**src/pms_pkg.sv**
```systemverilog
// package: constants and types for the phase and mode selector
package pms_pkg;
  localparam int unsigned CODE_W       = 7;
  localparam int unsigned CLK_MHZ      = 250;
  // code transition window masking interval, in microseconds
  localparam int unsigned MASK_US      = 100;
  localparam int unsigned MASK_CYC     = MASK_US * CLK_MHZ;
  localparam int unsigned MASK_W       = 16;
  // master clock period in cycles at the highest code; grows as code falls
  localparam int unsigned MCLK_BASE    = 250;
  localparam int unsigned MCLK_STEP    = 2;
  localparam int unsigned MCLK_W       = 10;

  typedef enum logic [1:0] {
    PMS_RIPPLE = 2'b01,
    PMS_FIXED  = 2'b10
  } pms_mode_e;
endpackage

```
**src/pms_mclk_if.sv**
```systemverilog
// interface: master clock tick and voltage code between modules
`timescale 1ns/1ps
interface pms_mclk_if;
  logic [pms_pkg::CODE_W-1:0] code;
  logic                       tick;
  modport gen (input code, output tick);
  modport use_ (output code, input tick);
endinterface

```
**src/pms_mclk.sv**
```systemverilog
// master clock generator: period follows the voltage code
`timescale 1ns/1ps
module pms_mclk (
  input wire logic clock_i,
  input wire logic rst_b_i,
  pms_mclk_if.gen  mc
);
  typedef struct packed {
    logic [pms_pkg::MCLK_W-1:0] cnt;
    logic                       tick;
  } pms_mclk_s;

  pms_mclk_s st;
  pms_mclk_s next_st;
  logic [pms_pkg::MCLK_W-1:0] period;

  // lower code is a lower voltage, so the period is longer
  always_comb begin
    period = pms_pkg::MCLK_W'(pms_pkg::MCLK_BASE)
           + pms_pkg::MCLK_W'(pms_pkg::MCLK_STEP) * {3'h0, ~mc.code};
  end

  always_comb begin
    next_st = st;
    next_st.tick = 1'b0;
    if (st.cnt >= period - 10'h001) begin
      next_st.cnt  = '0;
      next_st.tick = 1'b1;
    end else begin
      next_st.cnt = st.cnt + 10'h001;
    end
  end

  always_ff @(posedge clock_i) begin
    if (!rst_b_i) begin
      st <= '0;
    end else begin
      st <= next_st;
    end
  end

  assign mc.tick = st.tick;

  tick_period_a: assert property (
    @(posedge clock_i) disable iff (!rst_b_i)
    st.tick |-> st.cnt == '0)
    else $error("tick without counter wrap");
endmodule // pms_mclk

```
**src/pms_top.sv**
```systemverilog
// phase count and control mode selection with gate pulse steering
`timescale 1ns/1ps
module pms_top (
  input  wire logic                       clock_i,
  input  wire logic                       rst_b_i,
  // processor and system hints (pins)
  input  wire logic                       phase_count_strap_i,
  input  wire logic                       power_state_hint_i,
  input  wire logic                       deep_sleep_hint_i,
  input  wire logic [pms_pkg::CODE_W-1:0] voltage_code_i,
  // analog comparator results (pins)
  input  wire logic                       current_limit_i,
  input  wire logic                       ripple_trip_i,
  input  wire logic                       ramp_end_i,
  input  wire logic                       zero_current_i,
  // gate drive pulses
  output logic                            phase1_high_gate_o,
  output logic                            phase1_low_gate_o,
  output logic                            phase2_high_gate_o,
  output logic                            phase2_low_gate_o,
  // status
  output logic                            two_phase_o,
  output logic                            fixed_clock_mode_o,
  output logic                            ripple_triggered_mode_o,
  output logic                            dcm_allowed_o,
  output logic                            code_transition_o,
  output logic [pms_pkg::CODE_W-1:0]      voltage_code_o
);
  localparam int unsigned NSYNC = 7 + pms_pkg::CODE_W;

  typedef pms_pkg::pms_mode_e pms_mode_e_t;

  typedef struct packed {
    logic [NSYNC-1:0]           s1;
    logic [NSYNC-1:0]           s2;
    logic [NSYNC-1:0]           s3;
    logic [NSYNC-1:0]           clean;
    logic [pms_pkg::CODE_W-1:0] prev_code;
    logic [pms_pkg::MASK_W-1:0] mask_cnt;
    logic                       window;
    logic                       two_ph;
    pms_mode_e_t                mode;
    logic                       dcm;
    logic                       turn;
    logic                       hs1;
    logic                       hs2;
    logic                       ls1_off;
  } pms_top_s;

  pms_top_s st;
  pms_top_s next_st;
  pms_mclk_if mc ();

  pms_mclk u_mclk (
    .clock_i (clock_i),
    .rst_b_i (rst_b_i),
    .mc      (mc.gen)
  );

  // synchronised pin views
  logic                       strap, psh, dsh, ilim, trip, rend, zc;
  logic [pms_pkg::CODE_W-1:0] code;
  assign {strap, psh, dsh, ilim, trip, rend, code} = st.clean[NSYNC-1:1];
  assign zc = st.clean[0];
  assign mc.code = st.prev_code;

  always_comb begin
    next_st = st;
    next_st.s1 = {phase_count_strap_i, power_state_hint_i, deep_sleep_hint_i,
                  current_limit_i, ripple_trip_i, ramp_end_i, voltage_code_i,
                  zero_current_i};
    next_st.s2 = st.s1;
    next_st.s3 = st.s2;
    // a change counts once stages two and three agree
    for (int i = 0; i < NSYNC; i++) begin
      if (st.s2[i] == st.s3[i]) begin
        next_st.clean[i] = st.s3[i];
      end
    end
    // code compare restarts the transition window
    next_st.prev_code = code;
    if (code != st.prev_code) begin
      next_st.mask_cnt = pms_pkg::MASK_W'(pms_pkg::MASK_CYC - 1);
      next_st.window   = 1'b1;
    end else if (st.mask_cnt != '0) begin
      next_st.mask_cnt = st.mask_cnt - 16'h0001;
    end else begin
      next_st.window = 1'b0;
    end
    // phase count and method selection
    if (next_st.window) begin
      next_st.two_ph = !strap;
      next_st.mode   = pms_pkg::PMS_FIXED;
      next_st.dcm    = 1'b0;
    end else if (psh && !dsh) begin
      next_st.two_ph = !strap;
      next_st.mode   = pms_pkg::PMS_FIXED;
      next_st.dcm    = 1'b0;
    end else begin
      next_st.two_ph = 1'b0;
      next_st.mode   = ilim ? pms_pkg::PMS_FIXED : pms_pkg::PMS_RIPPLE;
      next_st.dcm    = dsh && !ilim;
    end
    // gate pulses, each phase tracked on its own
    if (st.mode == pms_pkg::PMS_FIXED) begin
      if (mc.tick) begin
        if (st.two_ph && st.turn) begin
          next_st.hs2 = 1'b1;
        end else begin
          next_st.hs1 = 1'b1;
        end
        next_st.turn = st.two_ph ? !st.turn : 1'b0;
      end
    end else if (trip) begin
      next_st.hs1 = 1'b1;
    end
    if (rend) begin
      // ramp end is shared; it ends whichever phase began last
      if (st.hs2 && !st.turn) begin
        next_st.hs2 = 1'b0;
      end else begin
        next_st.hs1 = 1'b0;
      end
    end
    if (!st.two_ph) begin
      next_st.hs2 = 1'b0;
    end
    if (next_st.hs1) begin
      next_st.ls1_off = 1'b0;
    end else if (st.dcm && zc) begin
      next_st.ls1_off = 1'b1;
    end else if (!st.dcm) begin
      next_st.ls1_off = 1'b0;
    end
  end

  always_ff @(posedge clock_i) begin
    if (!rst_b_i) begin
      st <= '0;
      st.mode <= pms_pkg::PMS_FIXED;
    end else begin
      st <= next_st;
    end
  end

  assign phase1_high_gate_o      = st.hs1;
  assign phase1_low_gate_o       = !st.hs1 && !st.ls1_off;
  assign phase2_high_gate_o      = st.hs2;
  assign phase2_low_gate_o       = st.two_ph && !st.hs2;
  assign two_phase_o             = st.two_ph;
  assign fixed_clock_mode_o      = st.mode == pms_pkg::PMS_FIXED;
  assign ripple_triggered_mode_o = st.mode == pms_pkg::PMS_RIPPLE;
  assign dcm_allowed_o           = st.dcm;
  assign code_transition_o       = st.window;
  assign voltage_code_o          = st.prev_code;

  strap_single_a: assert property (
    @(posedge clock_i) disable iff (!rst_b_i)
    $past(strap) |-> !st.two_ph)
    else $error("two phases with strap high");
  window_fixed_a: assert property (
    @(posedge clock_i) disable iff (!rst_b_i)
    st.window |-> st.mode == pms_pkg::PMS_FIXED && !st.dcm)
    else $error("transition not fixed-clock");
  code_opens_a: assert property (
    @(posedge clock_i) disable iff (!rst_b_i)
    code != st.prev_code |=> st.window)
    else $error("code change did not open window");
  light_single_a: assert property (
    @(posedge clock_i) disable iff (!rst_b_i)
    st.two_ph |-> st.mode == pms_pkg::PMS_FIXED)
    else $error("two phases not fixed-clock");
  ilim_fixed_a: assert property (
    @(posedge clock_i) disable iff (!rst_b_i)
    !next_st.window && !psh && ilim |=> st.mode == pms_pkg::PMS_FIXED)
    else $error("limit did not force fixed clock");
  sleep_ripple_a: assert property (
    @(posedge clock_i) disable iff (!rst_b_i)
    !next_st.window && dsh && !ilim
    |=> !st.two_ph && st.dcm && st.mode == pms_pkg::PMS_RIPPLE)
    else $error("deep sleep not single ripple");
  ripple_fire_a: assert property (
    @(posedge clock_i) disable iff (!rst_b_i)
    st.mode == pms_pkg::PMS_RIPPLE && trip && !rend |=> st.hs1)
    else $error("ripple trip did not fire gate");
  no_hs2_single_a: assert property (
    @(posedge clock_i) disable iff (!rst_b_i)
    !st.two_ph |=> !st.hs2 || $past(st.two_ph))
    else $error("phase two pulsed in single phase");
  heavy_dual_a: assert property (
    @(posedge clock_i) disable iff (!rst_b_i)
    !next_st.window && psh && !dsh && !strap |=> st.two_ph)
    else $error("heavy load did not run two phases");
  light_drop_a: assert property (
    @(posedge clock_i) disable iff (!rst_b_i)
    !next_st.window && (!psh || dsh) |=> !st.two_ph)
    else $error("light load kept two phases");
  window_end_a: assert property (
    @(posedge clock_i) disable iff (!rst_b_i)
    st.window && st.mask_cnt == '0 && code == st.prev_code
    |=> !st.window)
    else $error("transition window overran");
  turn_fire_a: assert property (
    @(posedge clock_i) disable iff (!rst_b_i)
    st.mode == pms_pkg::PMS_FIXED && st.two_ph && st.turn && mc.tick
    && !rend |=> st.hs2)
    else $error("phase two missed its master tick");
endmodule // pms_top

```
**config.mk**
```make
export PLATFORM = sky130hd
export DESIGN_NAME = pms_top
export DESIGN_NICKNAME = d
export VERILOG_FILES = /design/src/pms_pkg.sv /design/src/pms_mclk_if.sv /design/src/pms_mclk.sv /design/src/pms_top.sv
export SDC_FILE = /design/constraint.sdc
export NUM_CORES = 1
export LEC_CHECK = 0
export ABC_AREA = 0
export BUFFER_PORTS_ARGS = -buffer_cell sky130_fd_sc_hd__buf_2
export CORE_ASPECT_RATIO = 1.75
export CORE_MARGIN = 3
export CORE_UTILIZATION = 50
export DETAILED_ROUTE_END_ITERATION = 10
export PLACE_DENSITY = 0.7
export REMOVE_ABC_BUFFERS = 1
export SYNTH_ARGS = -nofsm -noshare
export SYNTH_HDL_FRONTEND = slang
export SYNTH_HIERARCHICAL = 1
export SYNTH_SLANG_ARGS = --single-unit
```
**constraint.sdc**
```tcl
create_clock -name clock_i -period 3.15 [get_ports clock_i]
set_clock_uncertainty 0.2 [all_clocks]
set_input_delay 0.315 -clock clock_i [delete_from_list [all_inputs] [get_ports clock_i]]
set_output_delay 0.315 -clock clock_i [all_outputs]
set_load 0.1 [all_outputs]
```
==> impl_metrics.yaml <==
outcome:
  status: "finished, final reports clean"
clock_tree:
  clk_path_buf_depth: 2
  cts_num_sinks: 99
  cts_tree: "done"
  holdBufCountCts: 14
  path_clk_slew_ns: 0.06
  clkLatencyLatePin_ns: 0.33
  cts_made_buffers: 9
  cts_resized: 0
  post_cts_buffers: 0
  clock-root-buffer: "clkbuf_16"
  h-tree-depth: 3
layout:
  drive_above_1_share: 0.147
  fin_area_sq_um: 4520
  seq_area_sq_um: 1980
  multi_input_area_sq_um: 1750
  antenna_cells: 0
  nets: 463
  syn2layout_area_growth_pct: 16.6
  final_util: 0.612
  final-instance-count-excl-fill: 527
  n_fill_cell: 663
setup_path:
  cp_cell_sequence: "ha_1, nand3_1, xnor2_1, ha_1, a21o_1, a2111oi_2, a21oi_2, nor2_1"
  crit_family: "compound AO/OA/AOI/OAI gates"
  r2r-start: "voltage_code_o[2]"
  cp_num_cells: 8
  critPathMaxFanout: 10
  critPathCaptureType: "register"
  startpoint: "voltage_code_o[2]"
  startpoint_type: "register"
  r2r-end: "u_mclk/st[5]"
  cp-endpoint: "u_mclk/st[5]"
  r2r_slack_ns: 0.78
  worst_ep_required_time_ns: 3.22
  crit_arrival_ns: 2.44
  critPathBufInv: 0
  crit_top_cell: "ha_1"
  path_class: "register to register"
  slowest_stage: "a2111oi_2"
  critPathMaxStageDelay_ns: 0.41
  reg2regPathDepth: 8
yosys:
  synth.most_common_cell: "dfxtp_1"
  ys_top_cells_by_area: "dfxtp_1 (51%), and2_1 (7.9%), a21oi_1 (4.0%), ha_1 (3.6%), o21ai_0 (2.8%)"
  synth_mux_area_frac: 0.00517
  synth_compound_area_frac: 0.124
  ys.flop_type: "dfxtp_1"
  syn-cell-area_sq_um: 3870
  syn_avg_cell_area_sq_um: 9.81
  synth_largest_area_cell: "dfxtp_1"
  synth_top_family_by_area: "simple AND/OR/NAND/NOR gates"
  ys_warn_count: 6
  synth_cell_types: 56
  synthCells: 395
  ys_ff_latch: 99
  ys_seq_area_frac: 0.511
  synth_xor_area_frac: 0.0429
  async_reset_ff_frac: 0
  synth_fa_ha_area_frac: 0.0355
  yosys.area_share.simple: 0.245
  synth_top_area_share: 0.511
  synth_common_cells: "dfxtp_1 (99), and2_1 (49), a21oi_1 (31)"
  synth_edf_count: 0
route:
  dr.pass1.iters: 5
  wl_mm: 6.97
  drtIter0Drc: 140
  wl_per_cell_um: 13.2
  ant_nets: 0
  via_count: 2834
  drc_errors: 0
  vias_per_cell: 5.38
floorplanning:
  start_util: 0.525
  die_y_um: 122
  io_pins: 32
  rows: 41
  core_area_sq_um: 7390
  die_w_um: 72.5
  die_area_sq_um: 8880
place:
  place.gp.congestion: 0.838
  place_area_sq_um: 4060
  dp_hpwl_mm: 4.76
  place_inst: 497
  port_buffers: 31
sta:
  hold_viol: 0
  post-route-period-util: 0.753
  finalCriticalPeriod_ns: 2.37
  fmax_mhz: 422
  maxSlewViolCount: 0
  worst_pin_slew_ns: 0.535
  rsz0062_at_grt: "no"
  setup_tns_ns: 0
  finalSetupViolations: 0
  maxSlewHeadroom: 0.640
global_routing:
  grt_pass1_vias: 2758
  antenna_found_initial: 0
  grt_pass1_wl_mm: 12.0
  grt-ovfl-total: 0
  grt_start_max_net_pins: 43
  grt_use_total: 0.172
min_path:
  whs_path_depth: 2
  min_path_type: "input pin to register"
pwr:
  p_leak_nw: 1.89
  ir_drop_mv: 0.402
  powerDensity_nw_per_um2: 787
job:
  drv_cap: 0
kinds of logic after synthesis:
| kind of cell | after synthesis |
|---|---|
| compound gates | 79 |
| mux | 2 |
| buf+inv | 30 |
| simple gates | 155 |
| xor+xnor | 19 |
| fa+ha+maj | 11 |
| flops | 99 |
per-layer routing:
layer / up-vias / routed length (um) / share of wire / track usage
met2: 51 / 3600 / 0.52 / 0.303
met1: 1320 / 3000 / 0.43 / 0.192
met4: 0 / 172 / 0.025 / 0.0831
met3: 14 / 195 / 0.028 / 0.0393
met5: - / 0 / 0 / 0
li1: 1449 / - / - / -
flip-flops by register name (all words and copies together), names as in the netlist:
register            cells
u_mclk/st              10
two_phase_o             1
phase1_high_gate_o      1
voltage_code_o          7
ilim                    1
phase2_high_gate_o      1
dcm_allowed_o           1
st                     37
next_st                28
code_transition_o       1
rend                    1
psh                     1
u_mclk/mc.tick          1
dsh                     1
code                    7
power by group:
part / internal, mW / total [mW] / leakage, nW / switching (mW)
sequential: 1.39 / 1.54 / 0.809 / 0.159
combinational: 0.388 / 0.864 / 0.928 / 0.476
clock: 0.697 / 1.15 / 0.153 / 0.449
how the worst min path moves through the flow:
stage                      startpoint     endpoint
final                         rst_b_i       st[10]
after floorplan                st[45]  two_phase_o
after global routing          rst_b_i       st[14]
after CTS                     rst_b_i       st[10]
after detailed placement  next_st[73]  next_st[59]
after global placement    next_st[68]  next_st[54]
placed cells by master, fill, tap and decap left out, types with 2 or more instances in the layout:
cell,count
a2111oi_2,2
a21oi_1,31
a31oi_1,5
and2_1,49
and3_1,6
buf_2,31
buf_4,2
bufinv_16,2
clkbuf_16,9
clkinv_4,2
dfxtp_1,99
dlygate4sd3_1,14
ha_1,11
inv_1,13
mux2i_1,2
nand2_1,25
nand2b_1,3
nand3_1,8
nand3_2,2
nand3b_1,2
nand4_1,3
nor2_1,20
nor2b_1,2
nor3b_1,2
nor4_1,3
nor4_2,2
nor4_4,3
nor4b_1,3
o21ai_0,22
o22ai_1,2
o31ai_1,3
o41ai_1,2
or3_1,8
or4_1,4
xnor2_1,10
xor2_1,9
cell type report:
type	instances	area share
tap	86	0.0238
inverter	13	0.0108
clock buffer	10	0.0507
sequential	99	0.439
clock inverter	6	0.0199
timing repair buffer	47	0.0687
multi-input combinational	266	0.388
metrics by stage:
step	hold WS, ns	worst slack, ns	power (mW)
after floorplan	0.209	0.134	2.22
after global placement	0.214	0.875	2.38
after detailed placement	0.218	0.782	2.42
after CTS	0.133	0.757	3.59
after global routing	0.162	0.570	3.78
final	0.139	0.779	3.55
No activity file was read; power rests on OpenSTA's default activity.
